`config.mk`:
```
export PLATFORM = sky130hd
export DESIGN_NAME = pdt_datapath
export DESIGN_NICKNAME = d
export VERILOG_FILES = /design/src/pdt_datapath.v
export VERILOG_INCLUDE_DIRS = /design/src
export SDC_FILE = /design/constraint.sdc
export NUM_CORES = 1
export LEC_CHECK = 0
export BUFFER_PORTS_ARGS = -buffer_cell sky130_fd_sc_hd__buf_2
export CORE_MARGIN = 1.5
export CORE_UTILIZATION = 40
export CTS_BUF_LIST = sky130_fd_sc_hd__clkbuf_8
export CTS_CLUSTER_DIAMETER = 120
export DETAILED_ROUTE_END_ITERATION = 10
export HOLD_SLACK_MARGIN = 0.12
export PLACE_DENSITY_LB_ADDON = 0.3
export SYNTH_ARGS = -nofsm -noshare
export SYNTH_HDL_FRONTEND = slang
export SYNTH_SLANG_ARGS = --single-unit
```
`constraint.sdc`:
```
create_clock -name aclk -period 10.7 [get_ports aclk]
set_input_delay 2.14 -clock aclk [delete_from_list [all_inputs] [get_ports aclk]]
set_output_delay 2.14 -clock aclk [all_outputs]
set_load 0.1 [all_outputs]
```
`src/pdt_defines.vh`:
```
// Constants for the programmable tile datapath
`ifndef PDT_DEFINES_VH
`define PDT_DEFINES_VH

// ************************************************
// Register offsets (byte addresses)
// ************************************************
`define PDT_O_CTRL 8'h00
`define PDT_O_STAT 8'h04
`define PDT_O_STKM 8'h08
`define PDT_O_CFG  8'h0C
`define PDT_O_OSEL 8'h10
`define PDT_O_POLY 8'h14
`define PDT_O_MASK 8'h18
`define PDT_O_REGS 8'h1C
`define PDT_O_F0   8'h20
`define PDT_O_F1   8'h24
`define PDT_O_FST  8'h28
`define PDT_O_IST  8'h2C
`define PDT_O_IMSK 8'h30
`define PDT_O_LAST 8'h30
`define PDT_CRAM_HI 3'h2

// ************************************************
// Static configuration fields
// ************************************************
`define PDT_C_MSB  2:0
`define PDT_C_SIS  4:3
`define PDT_C_DIR  6:5
`define PDT_C_CP0  8:7
`define PDT_C_CP1  10:9
`define PDT_C_CHN  11
`define PDT_M_C0   7:0
`define PDT_M_C1   15:8
`define PDT_M_OR   23:16

// ************************************************
// Per-cycle operation word fields
// ************************************************
`define PDT_W_FUNC 2:0
`define PDT_W_SRCA 4:3
`define PDT_W_SRCB 6:5
`define PDT_W_SHF  8:7
`define PDT_W_DST  10:9
`define PDT_W_CIN  12:11
`define PDT_W_CRC  13
`define PDT_W_FLD  14
`define PDT_W_FST  15

// ************************************************
// Reset values, sizes and answers
// ************************************************
`define PDT_RST_CFG  32'h00000007
`define PDT_RST_ZERO 32'h00000000
`define PDT_FDEPTH   3'h4
`define PDT_RESP_OK  2'h0
`define PDT_RESP_ERR 2'h2

`endif

```
`src/pdt_datapath.v`:
```
// Programmable tile datapath with AXI4-Lite register slave
// How it works
// - Shift left, shift right, nibble swap and OR mask follow any ALU op
// - Two masked comparators pick operands from A0, A1, D0, D1 pairings
// - Zero, all-ones and overflow conditions; selected conditions drive fabric
// - Carry, shift data and compare pass to and from neighbour datapaths
// - Programmable MSB sets arithmetic and shift width, with output masking
// - One CRC or pseudo-random step per cycle, any polynomial
// - Two four-byte FIFOs, each set as bus-to-datapath or datapath-to-bus
// - FIFO empty and full flags are selectable fabric outputs
// - Carry and shift-out are registered and selectable on later cycles
// - Six fabric inputs choose each cycle's operation and give serial data
// - Each of six fabric outputs picks a condition or serial output
// - Bus-written control register bits drive the fabric
// - Read-only status register shows fabric signals live on read
// - Status bits may latch events until a read clears them
// - Every control and status bit has its own fabric connection
//
// Our own choices: the placing of the registers and register access over AXI4-Lite.
`timescale 1ns/1ps
`default_nettype none
`include "pdt_defines.vh"

module pdt_datapath (
	// Clock and reset
	input  wire        aclk,
	input  wire        aresetn,
	// AXI4-Lite write
	input  wire [7:0]  s_axi_awaddr,
	input  wire        s_axi_awvalid,
	output wire        s_axi_awready,
	input  wire [31:0] s_axi_wdata,
	input  wire [3:0]  s_axi_wstrb,
	input  wire        s_axi_wvalid,
	output wire        s_axi_wready,
	output wire [1:0]  s_axi_bresp,
	output wire        s_axi_bvalid,
	input  wire        s_axi_bready,
	// AXI4-Lite read
	input  wire [7:0]  s_axi_araddr,
	input  wire        s_axi_arvalid,
	output wire        s_axi_arready,
	output wire [31:0] s_axi_rdata,
	output wire [1:0]  s_axi_rresp,
	output wire        s_axi_rvalid,
	input  wire        s_axi_rready,
	// Fabric
	input  wire [5:0]  fab_in,
	input  wire [7:0]  status_in,
	output wire [5:0]  fab_out,
	output wire [7:0]  ctl_out,
	// Neighbour chain
	input  wire        chain_ci,
	input  wire        chain_si,
	input  wire        chain_ce_in,
	output wire        chain_co,
	output wire        chain_so,
	output wire        chain_ce_out,
	// Interrupt
	output wire        irq
);

// ************************************************
// Functions
// ************************************************
function [7:0] pdt_msk;
	input [2:0] m;
	begin
		pdt_msk = 8'hFF >> (3'h7 - m);
	end
endfunction

function [7:0] pdt_sel;
	input [7:0] r0;
	input [7:0] r1;
	input [7:0] r2;
	input [7:0] r3;
	input [1:0] s;
	begin
		case (s)
		2'h0: pdt_sel = r0;
		2'h1: pdt_sel = r1;
		2'h2: pdt_sel = r2;
		default: pdt_sel = r3;
		endcase
	end
endfunction

function [31:0] pdt_merge;
	input [31:0] o;
	input [31:0] n;
	input [3:0]  s;
	integer k;
	begin
		for (k = 0; k < 4; k = k + 1) begin
			pdt_merge[8*k+:8] = s[k] ? n[8*k+:8] : o[8*k+:8];
		end
	end
endfunction

function pdt_hit;
	input [7:0] a;
	begin
		pdt_hit = (a[1:0] == 2'h0) &&
			((a <= `PDT_O_LAST) || (a[7:5] == `PDT_CRAM_HI));
	end
endfunction

// ************************************************
// State
// ************************************************
reg [7:0]  ctrl_reg;
reg [7:0]  stkm_reg;
reg [7:0]  stk_reg;
reg [31:0] cfg_reg;
reg [31:0] osel_reg;
reg [7:0]  poly_reg;
reg [31:0] mask_reg;
reg [7:0]  a0_reg;
reg [7:0]  a1_reg;
reg [7:0]  d0_reg;
reg [7:0]  d1_reg;
reg        creg_reg;
reg        sreg_reg;
reg [15:0] cram [0:7];
reg [7:0]  fmem [0:7];
reg [3:0]  frp_reg;
reg [5:0]  fcnt_reg;
reg [2:0]  ist_reg;
reg [2:0]  imsk_reg;
reg [1:0]  fe;
reg [1:0]  ff;
reg        irq_reg;
reg [5:0]  fab_out_reg;
reg        chain_co_reg;
reg        chain_so_reg;
reg        chain_ce_reg;
reg        awrdy_reg;
reg        wrdy_reg;
reg        awh_reg;
reg        wh_reg;
reg [7:0]  awq_reg;
reg [31:0] wdq_reg;
reg [3:0]  wsq_reg;
reg        bvalid_reg;
reg [1:0]  bresp_reg;
reg        arrdy_reg;
reg        rvalid_reg;
reg [31:0] rdata_reg;
reg [1:0]  rresp_reg;
integer    i;
integer    j;
integer    k;

// Register read view, used for reads and byte-lane merges
function [31:0] pdt_rmux;
	input [7:0] a;
	begin
		pdt_rmux = `PDT_RST_ZERO;
		if (a[7:5] == `PDT_CRAM_HI)
			pdt_rmux[15:0] = cram[a[4:2]];
		else begin
			case (a)
			`PDT_O_CTRL: pdt_rmux[7:0] = ctrl_reg;
			`PDT_O_STAT: pdt_rmux[7:0] =
				(stk_reg & stkm_reg) | (status_in & ~stkm_reg);
			`PDT_O_STKM: pdt_rmux[7:0] = stkm_reg;
			`PDT_O_CFG:  pdt_rmux = cfg_reg;
			`PDT_O_OSEL: pdt_rmux = osel_reg;
			`PDT_O_POLY: pdt_rmux[7:0] = poly_reg;
			`PDT_O_MASK: pdt_rmux = mask_reg;
			`PDT_O_REGS: pdt_rmux = {d1_reg, d0_reg, a1_reg, a0_reg};
			`PDT_O_F0:   pdt_rmux[7:0] = fmem[{1'b0, frp_reg[1:0]}];
			`PDT_O_F1:   pdt_rmux[7:0] = fmem[{1'b1, frp_reg[3:2]}];
			`PDT_O_FST:  pdt_rmux[7:0] = {4'h0, ff, fe};
			`PDT_O_IST:  pdt_rmux[2:0] = ist_reg;
			`PDT_O_IMSK: pdt_rmux[2:0] = imsk_reg;
			default:     pdt_rmux = `PDT_RST_ZERO;
			endcase
		end
	end
endfunction

// ************************************************
// ALU, shifter and CRC
// ************************************************
reg [15:0] cw;
reg [2:0]  m;
reg [7:0]  mm;
reg [7:0]  opa;
reg [7:0]  opb;
reg [7:0]  bx;
reg        cin;
reg        si;
reg [8:0]  sum;
reg [7:0]  res;
reg [7:0]  shv;
reg [7:0]  dpo;
reg        carry;
reg        so;
reg        ov;
reg        fb;
reg        arith;

always @* begin
	cw = cram[fab_in[2:0]];
	m = cfg_reg[`PDT_C_MSB];
	mm = pdt_msk(m);
	opa = pdt_sel(a0_reg, a1_reg, d0_reg, d1_reg, cw[`PDT_W_SRCA]) & mm;
	opb = pdt_sel(a0_reg, a1_reg, d0_reg, d1_reg, cw[`PDT_W_SRCB]) & mm;
	case (cw[`PDT_W_CIN])
	2'h0: cin = 1'b0;
	2'h1: cin = 1'b1;
	2'h2: cin = creg_reg;
	default: cin = chain_ci;
	endcase
	case (cfg_reg[`PDT_C_SIS])
	2'h0: si = fab_in[3];
	2'h1: si = chain_si;
	2'h2: si = sreg_reg;
	default: si = 1'b0;
	endcase
	arith = 1'b1;
	case (cw[`PDT_W_FUNC])
	3'h0: begin bx = 8'h00; cin = 1'b0; end
	3'h1: begin bx = 8'h00; cin = 1'b1; end
	3'h2: begin bx = mm; cin = 1'b0; end
	3'h3: bx = opb;
	3'h4: bx = ~opb & mm;
	default: begin bx = 8'h00; arith = 1'b0; end
	endcase
	sum = {1'b0, opa} + {1'b0, bx} + {8'h00, cin};
	case (cw[`PDT_W_FUNC])
	3'h5: res = opa ^ opb;
	3'h6: res = opa & opb;
	3'h7: res = opa | opb;
	default: res = sum[7:0] & mm;
	endcase
	// Widened index so MSB 7 reaches the ninth sum bit
	carry = arith & sum[{1'b0, m} + 4'h1];
	ov = arith & (opa[m] == bx[m]) & (res[m] != opa[m]);
	fb = res[m] ^ si;
	so = 1'b0;
	if (cw[`PDT_W_CRC]) begin
		so = fb;
		shv = ((res << 1) & mm) ^ (fb ? (poly_reg & mm) : 8'h00);
	end else begin
		case (cw[`PDT_W_SHF])
		2'h1: begin
			shv = ((res << 1) | {7'h00, si}) & mm;
			so = res[m];
		end
		2'h2: begin
			shv = (res >> 1) | (si ? (mm & ~(mm >> 1)) : 8'h00);
			so = res[0];
		end
		2'h3: shv = {res[3:0], res[7:4]} & mm;
		default: shv = res;
		endcase
	end
	dpo = (shv | mask_reg[`PDT_M_OR]) & mm;
end

// ************************************************
// Comparators, conditions and FIFO flags
// ************************************************
reg [7:0]  c0a;
reg [7:0]  c0b;
reg [7:0]  c1a;
reg [7:0]  c1b;
reg        ce0;
reg        ce1;
reg [15:0] cond;

always @* begin
	case (cfg_reg[`PDT_C_CP0])
	2'h0: begin c0a = a0_reg; c0b = d0_reg; end
	2'h1: begin c0a = a1_reg; c0b = d1_reg; end
	2'h2: begin c0a = a0_reg; c0b = a1_reg; end
	default: begin c0a = a1_reg; c0b = d0_reg; end
	endcase
	case (cfg_reg[`PDT_C_CP1])
	2'h0: begin c1a = a1_reg; c1b = d1_reg; end
	2'h1: begin c1a = a0_reg; c1b = d1_reg; end
	2'h2: begin c1a = d0_reg; c1b = d1_reg; end
	default: begin c1a = a0_reg; c1b = d0_reg; end
	endcase
	c0a = c0a & mask_reg[`PDT_M_C0];
	c0b = c0b & mask_reg[`PDT_M_C0];
	c1a = c1a & mask_reg[`PDT_M_C1];
	c1b = c1b & mask_reg[`PDT_M_C1];
	ce0 = (c0a == c0b) & (~cfg_reg[`PDT_C_CHN] | chain_ce_in);
	ce1 = (c1a == c1b);
	for (j = 0; j < 2; j = j + 1) begin
		fe[j] = (fcnt_reg[3*j+:3] == 3'h0);
		ff[j] = (fcnt_reg[3*j+:3] == `PDT_FDEPTH);
	end
	cond = {ff[1], fe[1], ff[0], fe[0], so, carry, ov,
		((a1_reg & mm) == mm), ((a0_reg & mm) == mm),
		((a1_reg & mm) == 8'h00), ((a0_reg & mm) == 8'h00),
		(c1a < c1b), ce1, (c0a < c0b), ce0, chain_ce_in};
end

// ************************************************
// Bus strobes and FIFO transfers
// ************************************************
wire       aw_take = s_axi_awvalid & awrdy_reg;
wire       w_take  = s_axi_wvalid & wrdy_reg;
wire       ar_take = s_axi_arvalid & arrdy_reg;
wire       wr_go   = awh_reg & wh_reg & ~bvalid_reg;
wire [1:0] dir     = cfg_reg[`PDT_C_DIR];
wire [1:0] dst_sel = cw[`PDT_W_DST];
wire [31:0] wv     = pdt_merge(pdt_rmux(awq_reg), wdq_reg, wsq_reg);
reg  [1:0] push;
reg  [1:0] pop;
reg  [1:0] bwr;
reg  [1:0] brd;
reg  [2:0] ev;

always @* begin
	bwr[0] = wr_go & (awq_reg == `PDT_O_F0) & wsq_reg[0];
	bwr[1] = wr_go & (awq_reg == `PDT_O_F1) & wsq_reg[0];
	brd[0] = ar_take & (s_axi_araddr == `PDT_O_F0);
	brd[1] = ar_take & (s_axi_araddr == `PDT_O_F1);
	for (k = 0; k < 2; k = k + 1) begin
		if (dir[k]) begin
			push[k] = fab_in[5] & cw[`PDT_W_FST] & ~ff[k];
			pop[k]  = brd[k] & ~fe[k];
		end else begin
			push[k] = bwr[k] & ~ff[k];
			pop[k]  = fab_in[5] & cw[`PDT_W_FLD] & ~fe[k];
		end
	end
	ev[0] = ce0;
	ev[1] = |(bwr & ~dir & ff);
	ev[2] = |(brd & dir & fe);
end

// ************************************************
// Registers, datapath and FIFO storage
// ************************************************
always @(posedge aclk) begin
	if (!aresetn) begin
		ctrl_reg <= 8'h00;
		stkm_reg <= 8'h00;
		stk_reg <= 8'h00;
		cfg_reg <= `PDT_RST_CFG;
		osel_reg <= `PDT_RST_ZERO;
		poly_reg <= 8'h00;
		mask_reg <= `PDT_RST_ZERO;
		a0_reg <= 8'h00;
		a1_reg <= 8'h00;
		d0_reg <= 8'h00;
		d1_reg <= 8'h00;
		creg_reg <= 1'b0;
		sreg_reg <= 1'b0;
		frp_reg <= 4'h0;
		fcnt_reg <= 6'h00;
		ist_reg <= 3'h0;
		imsk_reg <= 3'h0;
		irq_reg <= 1'b0;
		fab_out_reg <= 6'h00;
		chain_co_reg <= 1'b0;
		chain_so_reg <= 1'b0;
		chain_ce_reg <= 1'b0;
	end else begin
		if (fab_in[4]) begin
			if (dst_sel[0])
				a0_reg <= dpo;
			if (dst_sel[1])
				a1_reg <= dpo;
			creg_reg <= carry;
			sreg_reg <= so;
		end
		if (pop[0] & ~dir[0])
			d0_reg <= fmem[{1'b0, frp_reg[1:0]}];
		if (pop[1] & ~dir[1])
			d1_reg <= fmem[{1'b1, frp_reg[3:2]}];
		for (i = 0; i < 2; i = i + 1) begin
			if (push[i])
				fmem[{i[0], frp_reg[2*i+:2] +
					fcnt_reg[3*i+:2]}] <= dir[i] ?
					(i[0] ? a1_reg : a0_reg) : wdq_reg[7:0];
			if (pop[i])
				frp_reg[2*i+:2] <= frp_reg[2*i+:2] + 2'h1;
			fcnt_reg[3*i+:3] <= fcnt_reg[3*i+:3] +
				{2'h0, push[i]} - {2'h0, pop[i]};
		end
		for (i = 0; i < 6; i = i + 1)
			fab_out_reg[i] <= cond[osel_reg[4*i+:4]];
		chain_co_reg <= carry;
		chain_so_reg <= so;
		chain_ce_reg <= ce0;
		// Sticky status: new event wins over read clear
		stk_reg <= (stk_reg & ~((ar_take &&
			s_axi_araddr == `PDT_O_STAT) ? 8'hFF : 8'h00)) |
			(status_in & stkm_reg);
		ist_reg <= (ist_reg & ~((wr_go && awq_reg == `PDT_O_IST &&
			wsq_reg[0]) ? wdq_reg[2:0] : 3'h0)) | ev;
		irq_reg <= |(ist_reg & imsk_reg);
		if (wr_go) begin
			if (awq_reg[7:5] == `PDT_CRAM_HI)
				cram[awq_reg[4:2]] <= wv[15:0];
			case (awq_reg)
			`PDT_O_CTRL: ctrl_reg <= wv[7:0];
			`PDT_O_STKM: stkm_reg <= wv[7:0];
			`PDT_O_CFG:  cfg_reg <= wv;
			`PDT_O_OSEL: osel_reg <= wv;
			`PDT_O_POLY: poly_reg <= wv[7:0];
			`PDT_O_MASK: mask_reg <= wv;
			`PDT_O_REGS: begin
				a0_reg <= wv[7:0];
				a1_reg <= wv[15:8];
				d0_reg <= wv[23:16];
				d1_reg <= wv[31:24];
			end
			`PDT_O_IMSK: imsk_reg <= wv[2:0];
			default: ;
			endcase
		end
	end
end

// ************************************************
// AXI4-Lite handshakes
// ************************************************
always @(posedge aclk) begin
	if (!aresetn) begin
		awrdy_reg <= 1'b0;
		wrdy_reg <= 1'b0;
		awh_reg <= 1'b0;
		wh_reg <= 1'b0;
		awq_reg <= 8'h00;
		wdq_reg <= `PDT_RST_ZERO;
		wsq_reg <= 4'h0;
		bvalid_reg <= 1'b0;
		bresp_reg <= `PDT_RESP_OK;
		arrdy_reg <= 1'b0;
		rvalid_reg <= 1'b0;
		rdata_reg <= `PDT_RST_ZERO;
		rresp_reg <= `PDT_RESP_OK;
	end else begin
		if (aw_take) begin
			awh_reg <= 1'b1;
			awq_reg <= s_axi_awaddr;
			awrdy_reg <= 1'b0;
		end else if (!awh_reg && !bvalid_reg)
			awrdy_reg <= 1'b1;
		if (w_take) begin
			wh_reg <= 1'b1;
			wdq_reg <= s_axi_wdata;
			wsq_reg <= s_axi_wstrb;
			wrdy_reg <= 1'b0;
		end else if (!wh_reg && !bvalid_reg)
			wrdy_reg <= 1'b1;
		if (wr_go) begin
			awh_reg <= 1'b0;
			wh_reg <= 1'b0;
			bvalid_reg <= 1'b1;
			bresp_reg <= pdt_hit(awq_reg) ? `PDT_RESP_OK : `PDT_RESP_ERR;
		end else if (bvalid_reg && s_axi_bready)
			bvalid_reg <= 1'b0;
		if (ar_take) begin
			arrdy_reg <= 1'b0;
			rvalid_reg <= 1'b1;
			rdata_reg <= pdt_rmux(s_axi_araddr);
			rresp_reg <= pdt_hit(s_axi_araddr) ?
				`PDT_RESP_OK : `PDT_RESP_ERR;
		end else if (rvalid_reg && s_axi_rready)
			rvalid_reg <= 1'b0;
		else if (!rvalid_reg)
			arrdy_reg <= 1'b1;
	end
end

// ************************************************
// Outputs
// ************************************************
assign s_axi_awready = awrdy_reg;
assign s_axi_wready  = wrdy_reg;
assign s_axi_bresp   = bresp_reg;
assign s_axi_bvalid  = bvalid_reg;
assign s_axi_arready = arrdy_reg;
assign s_axi_rdata   = rdata_reg;
assign s_axi_rresp   = rresp_reg;
assign s_axi_rvalid  = rvalid_reg;
assign fab_out       = fab_out_reg;
assign ctl_out       = ctrl_reg;
assign chain_co      = chain_co_reg;
assign chain_so      = chain_so_reg;
assign chain_ce_out  = chain_ce_reg;
assign irq           = irq_reg;

endmodule
`default_nettype wire

```
Yosys cells after proc, flatten, opt, wreduce, memory -nomap -nowiden
Memories as Yosys holds them, arrays and structs flattened. A register that Yosys moved wholly into a read port is not among the register bits.
Cells that the tools add are included.
{"block": "totals", "romBits": 0, "n_memories": 2, "latch_bits": 0, "ramBits": 192, "elab_cells": 347, "register_bits": 275}
{"memory": "cram", "depth": 8, "width": 16, "read_ports": 3, "rd_clocked_by_memory_dff": 1, "wr": 1, "line": "pdt_datapath.v:125", "source": "reg [15:0] cram [0:7];"}
{"memory": "fmem", "depth": 8, "width": 8, "read_ports": 2, "rd_clocked_by_memory_dff": 2, "wr": 2, "line": "pdt_datapath.v:126", "source": "reg [7:0] fmem [0:7];"}
{"block": "op_classes", "div": 0, "addsub": 12, "bitwise": 82, "order_cmp": 12, "mul": 0, "reduce_logical": 50, "mux": 96, "n_eq_ne": 56, "n_shift": 1}
{"operator": "2-to-1 mux 8 bit", "count": 26}
{"operator": "one-hot mux 24 bit (4 select lines)", "count": 2}
{"operator": "AND 8 bit", "count": 21}
{"operator": "one-hot mux 8 bit (3 select lines)", "count": 5}
{"operator": "one-hot mux 5 bit (11 select lines)", "count": 2}
{"operator": "== test 8 x 6 -> 1 bit, second input constant", "count": 10}
{"operator": "one-hot mux 3 bit (13 select lines)", "count": 2}
{"operator": "== test 8 x 5 -> 1 bit, second input constant", "count": 8}
{"operator": "2-to-1 mux 16 bit", "count": 4}
{"operator": "< comparator 4 x 5 -> 1 bit, second input constant", "count": 7}
{"operator": "== test 8 x 4 -> 1 bit, second input constant", "count": 4}
{"operator": "== test 8 bit", "count": 4}
{"operator": "logical NOT 8 bit", "count": 4}
{"operator": "OR 8 bit", "count": 4}
{"operator": "one-hot mux 8 bit (2 select lines)", "count": 2}
{"operator": "2-to-1 mux 1 bit", "count": 30}
{"operator": "binary-select mux 1 bit (select 4 bit)", "count": 7}
{"operator": "AND 1 bit", "count": 27}
{"operator": "inverter 8 bit", "count": 3}
{"operator": "2-to-1 mux 3 bit", "count": 7}
{"operator": "== test 3 bit, second input constant", "count": 6}
{"operator": "== test 2 bit, second input constant", "count": 8}
{"operator": "== test 8 x 3 -> 1 bit, second input constant", "count": 2}
{"operator": "less-or-equal comparator 8 x 6 -> 1 bit, second input constant", "count": 2}
{"operator": "42 further kinds", "count": 112}

Logic depth before layout (Yosys ltp)
An unclocked memory read counts as a cell.
{"block": "logic_depth", "ltp_word": 23, "ltp_mapped": 25}

Worst setup path after synthesis
OpenSTA, ideal clock, no wires.
{"block": "synth_timing", "path_type": "input-to-reg", "startpoint": "in fab_in[0]", "endpoint": "reg a0_reg[3]", "path_buffers": 4, "setup_time_ps": 86, "arrival_ps": 7394, "path_slack_ps": 3220, "stages": 23, "path_cell_list": "buf_4 buf_2 buf_1 mux4_2 nand2_1 nand2_1 o311a_1 a21oi_1 fa_1 inv_1 fa_1 nor2b_1 o31a_1 o311a_1 o311ai_0 a211o_1 o311a_1 a221oi_4 xnor2_2 buf_2 a21oi_1 a31o_2 a211oi_1"}
{"block": "synth_between", "elab_chain_cells": 23, "word_cells_on_any_way": 56, "cone_classes": "add/sub: 2; eq/ne: 16; mux: 15; bitwise: 17; reduce/logical: 5; memory: 1"}
{"element": "start: declaration", "line": "pdt_datapath.v:48", "source": "input wire [5:0] fab_in,"}
{"element": "memory (8 x 16 bit) (*)"}
{"element": "== test 2 bit, or another cell as far along", "line": "pdt_datapath.v:80", "source": "case (s)"}
{"element": "one-hot mux 8 bit (3 select lines)", "line": "pdt_datapath.v:80"}
{"element": "AND 8 bit", "line": "pdt_datapath.v:210", "source": "opb = pdt_sel(a0_reg, a1_reg, d0_reg, d1_reg, cw[`PDT_W_SRCB]) & mm;"}
{"element": "inverter 8 bit", "line": "pdt_datapath.v:229", "source": "3'h4: bx = ~opb & mm;"}
{"element": "AND 8 bit", "line": "pdt_datapath.v:229"}
{"element": "one-hot mux 8 bit (3 select lines)", "line": "pdt_datapath.v:224", "source": "case (cw[`PDT_W_FUNC])"}
{"element": "adder 8 x 8 -> 9 bit", "line": "pdt_datapath.v:232", "source": "sum = {1'b0, opa} + {1'b0, bx} + {8'h00, cin};"}
{"element": "[... 7 more ...]"}
{"element": "bitwise XOR 8 bit", "line": "pdt_datapath.v:246", "source": "shv = ((res << 1) & mm) ^ (fb ? (poly_reg & mm) : 8'h00);"}
{"element": "2-to-1 mux 8 bit", "line": "pdt_datapath.v:244", "source": "if (cw[`PDT_W_CRC]) begin"}
{"element": "OR 8 bit", "line": "pdt_datapath.v:261", "source": "dpo = (shv | mask_reg[`PDT_M_OR]) & mm;"}
{"element": "AND 8 bit", "line": "pdt_datapath.v:261"}
{"element": "2-to-1 mux 8 bit (*)", "line": "pdt_datapath.v:368", "source": "if (dst_sel[0])"}
{"element": "2-to-1 mux 8 bit (*)", "line": "pdt_datapath.v:367", "source": "if (fab_in[4]) begin"}
{"element": "2-to-1 mux 8 bit", "line": "pdt_datapath.v:404", "source": "case (awq_reg)"}
{"element": "2-to-1 mux 8 bit (*)", "line": "pdt_datapath.v:401", "source": "if (wr_go) begin"}
{"element": "end signal: assignment", "line": "pdt_datapath.v:369", "source": "a0_reg <= dpo;"}
{"element": "end signal: assignment", "line": "pdt_datapath.v:412", "source": "a0_reg <= wv[7:0];"}
{"element": "end: declaration", "line": "pdt_datapath.v:119", "source": "reg [7:0] a0_reg;"}
Every way passes the cells marked *; elsewhere a longest branch is shown, timed or not. The select of a mux whose other input is x is not followed.
A chain may end at the register's enable or synchronous reset.

Worst setup path in the final report
{"block": "layout_timing", "startpoint": "in fab_in[1]", "endpoint": "reg fab_out_reg[5] (netlist: fab_out[5])"}
{"block": "layout_between", "elab_chain_cells": 17, "word_cells_on_any_way": 57, "cone_classes": "add/sub: 2; eq/ne: 17; mux: 19; bitwise: 12; reduce/logical: 6; memory: 1"}
{"element": "memory (8 x 16 bit) (*)"}
{"element": "== test 2 bit, or another cell as far along", "line": "pdt_datapath.v:80"}
{"element": "one-hot mux 8 bit (3 select lines)", "line": "pdt_datapath.v:80"}
{"element": "AND 8 bit", "line": "pdt_datapath.v:210"}
{"element": "inverter 8 bit", "line": "pdt_datapath.v:229"}
{"element": "AND 8 bit", "line": "pdt_datapath.v:229"}
{"element": "one-hot mux 8 bit (3 select lines)", "line": "pdt_datapath.v:224"}
{"element": "adder 8 x 8 -> 9 bit", "line": "pdt_datapath.v:232"}
{"element": "adder 9 x 1 -> 9 bit", "line": "pdt_datapath.v:232"}
{"element": "AND 8 bit", "line": "pdt_datapath.v:237", "source": "default: res = sum[7:0] & mm;"}
{"element": "one-hot mux 8 bit (3 select lines)", "line": "pdt_datapath.v:233", "source": "case (cw[`PDT_W_FUNC])"}
{"element": "binary-select mux 1 bit (select 3 bit)", "line": "pdt_datapath.v:241, pdt_datapath.v:242, pdt_datapath.v:251"}
{"element": "2-to-1 mux 1 bit (not written as such)", "line": "pdt_datapath.v:241, pdt_datapath.v:242, pdt_datapath.v:251"}
{"element": "one-hot mux 1 bit (2 select lines), or another cell as far along", "line": "pdt_datapath.v:248", "source": "case (cw[`PDT_W_SHF])"}
{"element": "2-to-1 mux 1 bit / AND 1 bit (equally long branches)", "line": "pdt_datapath.v:244, pdt_datapath.v:241"}
{"element": "binary-select mux 1 bit (select 4 bit) (*)", "line": "pdt_datapath.v:390", "source": "fab_out_reg[i] <= cond[osel_reg[4*i+:4]];"}
{"element": "2-to-1 mux 1 bit (not written as such) (*)", "line": "pdt_datapath.v:390"}
{"element": "end signal: indexed assignment", "line": "pdt_datapath.v:390"}
{"element": "end: declaration", "line": "pdt_datapath.v:134", "source": "reg [5:0] fab_out_reg;"}
Marked as above.

==> summary.txt <==
status: finished clean
min cycle time layout: 8.323 ns
unrepaired setup endpoints after global routing: no
WP data arrival: 8.86 ns
crit-path cells: buf_2, mux4_1, mux2i_4, nor2_1, nand2_1, o31ai_1, ha_1, a211o_1, a211oi_1, o21ai_0, and3_1, o32ai_1, or2_1, a221oi_4, xnor2_2, a21o_1, nor2_1, a2111oi_0
Setup crit start kind: input pin
CTS tree: yes
CTS Buf Count: 81
Sw Pwr: 0.001334 W
synth warn: 0
CP max-delay cell: mux2i_4
uppermost layer routed: met4
final instance area: 30330 um2
Syn Inst Count: 2761
Worst-Margin Slew: 1.280 ns
DR vias: 24970
Worst Skew: 0.04969 ns
pre-CTS WS: 1.810 ns
Hold Path Class: flop to flop
mean post-synth cell area: 9.808 um2
Buf/Inv on CP: 1
Hold-fix buffers, CTS: 0
Pint: 0.003041 W
Post-Route Setup TNS: 0 ns
Power Dens Cells: 144.3 nW/um2
post-synthesis async set-or-reset flop share: 0%
mapped cell area: 27080 um2
overflow left after global routing: 0
antenna violations before repair: 7
Worst Setup End Kind: flop
Yosys cell types: 88
via/cell ratio: 6.611
Setup CP Type: input pin to flop
f_max: 120.1 MHz
max incr delay on CP: 0.71 ns
Clk pwr share: 38.7%
first-pass GRT wire length: 163.6 mm
register share of total power: 45.0%
vias in the first global route: 23790
max reg flops: 128
post-DP HPWL: 80.17 mm
Period Utilization, post-route: 77.78%
Slew Viols, Final: 0
Core Area: 67040 um2
DRT Wirelength: 113.1 mm
gr usage total: 31.92%
DR WL met3: 12.84 mm
Final WS setup: 2.377 ns
switching share of total power: 30.49%
Gate power share: 16.3%
Site Rows: 95
Reg clk slew, reported paths: 0.06 ns
PostCTS Resize Cnt: 0
I/O pins: 135
Fin. Hold Viols: 0
post-CTS setup buffer count: 0
Synth Flop Type: dfxtp_1
Die X: 263.2 um
final non-filler cell total: 3776
Post-Place Cells: 3622
First-pass DRT Iterations: 8
Skew-Pair Late Insertion Delay: 0.71 ns
Die Height: 263.2 um
Peak supply drop: 107.6 uV
Post-layout nets: 2969
cell leakage power: 10.58 nW
initial core utilization: 40.40%
share of cells above drive strength 1: 19.24%
worst hold margin: 0.4503 ns
Initial DRC Count: 3482
Worst Path Required: 11.24 ns
Cell Area, Placed: 28660 um2
pin count of the biggest net entering global routing: 87
sequential-to-total area share from yosys stat: 41.99%
DRC: 0
Die ar.: 69270 um2
max-slew headroom at the worst pin: 14.11%
Area growth, synth to finish: 11.99%
clock buffer depth: 3
EDFF count, synth: 192
IO buf count: 132
crit-path most repeated cell: nor2_1
ANT nets after route: 0
Seq cells post-synth: 472
root buf cell: clkbuf_8
Routability Congestion: 0.9863
H-tree levels: 3
worst-path fanout max: 24
wl on met1: 43.76 mm
clock sinks: 472
met2 routed WL: 49.23 mm
setup violators final: 0
CP delay by family, top: compound AO/OA/AOI/OAI gates
max-cap violation count: 0
DR WL/cell: 29.96 um
-- Yosys cell counts, types with 22 or more instances --
library cell  count  area [um2]
a211oi_1        103       773.2
a21oi_1         187       935.9
a221oi_1         30       262.8
a22o_1           22       192.7
a22oi_1         139        1044
and2_1           26       162.7
buf_1            41       153.9
clkbuf_1        176       660.6
dfxtp_1         280        5605
edfxtp_1        192        5766
ha_1             57       713.2
inv_1            77       289.0
mux2_2           31       349.1
mux2i_1          79       790.8
mux4_2          133        2995
nand2_1         318        1194
nand3_1          62       310.3
nor2_1          278        1044
nor2b_1          34       212.7
nor3_1           42       210.2
o211ai_1         33       247.7
o21ai_0         102       510.5
-- area by class of cell --
class                   count  area [um2]
multi-input cells        1980       14590
diodes                      3       7.507
repair buffers            216        1291
clock inverters            54       330.3
clock buffers              97        1335
well taps                 873        1092
inverters                  81       309.0
flip-flops and latches    472       11370
fillers                  6389       36710
-- tightest hold or removal path, stage by stage (launching register included) --
cell and delay (ns):
dfxtp_1 0.32, nand2_1 0.04, o21ai_0 0.05
-- stage by stage --
stage / total power (W) / utilization, %
6_report: 0.004375 / 45.24
5_1_grt: 0.004499 / 45.23
4_1_cts: 0.004374 / 45.23
3_5_place_dp: 0.002699 / 42.74
3_3_place_gp: 0.002692 / 42.74
2_1_floorplan: 0.002432 / -
-- metal layers --
| metal | up-vias | GRT usage (%) |
|---|---|---|
| met3 | 358 | 6.089 |
| met5 | - | 0 |
| met4 | 0 | 19.17 |
| met2 | 1734 | 47.82 |
| met1 | 12240 | 42.90 |
| li1 | 10630 | - |
-- layout by cell type, fill, tap and decap left out, types with 13 or more instances in the layout --
cell type    n
nand2_1    318
dfxtp_1    279
nor2_1     271
edfxtp_1   192
a21oi_1    187
a22oi_1    139
mux4_2     133
buf_2      132
inv_1      103
a211oi_1   103
o21ai_0    102
clkbuf_8    97
buf_4       84
mux2i_1     79
nand3_1     62
ha_1        57
nor3_1      35
nor2b_1     34
o211ai_1    33
mux2_2      31
a221oi_1    30
and2_1      26
a22o_1      22
o2111ai_1   20
a2111oi_0   16
a31oi_1     15
a222oi_1    14
clkinv_2    14
nand2b_1    13
or2_2       13
-- cells by family (layout without fill, tap and decap cells) --
| group | Yosys count | count (layout) | share of synthesized area (%) |
|---|---|---|---|
| and+or+nand+nor | 830 | 830 | 13.26 |
| AOI/OAI and AO/OA | 820 | 820 | 21.05 |
| DFF | 472 | 472 | 41.99 |
| buffers and inverters | 310 | 448 | 4.426 |
| muxes | 249 | 249 | 15.72 |
| adders and majority gates | 61 | 61 | 2.929 |
| xor gates and xnor gates | 18 | 18 | 0.6099 |
| other | 1 | 5 | 0.01385 |
-- power by group through the flow --
stage                     sequential [W]  clock, W  combinational (W)
after CTS                        0.00197   0.00171           0.000697
after global placement           0.00201         0           0.000687
after global routing             0.00197   0.00178           0.000745
final                            0.00197   0.00169           0.000713
after detailed placement         0.00201         0           0.000694
after floorplan                  0.00201         0           0.000418
-- path summary, 6_finish.rpt --
path,start,slack (ns),endpoint,depth (start not counted)
max,fab_in[1],2.38,fab_out[5]$_SDFF_PN0_,18
min,s_axi_rdata[27]$_SDFFE_PN0P_,0.45,s_axi_rdata[27]$_SDFFE_PN0P_,2
max reg2reg,cram[5][5]$_DFFE_PP_,4.07,fab_out[5]$_SDFF_PN0_,17
min reg2reg,s_axi_rdata[27]$_SDFFE_PN0P_,0.45,s_axi_rdata[27]$_SDFFE_PN0P_,2
No activity file was read; power rests on OpenSTA's default activity.
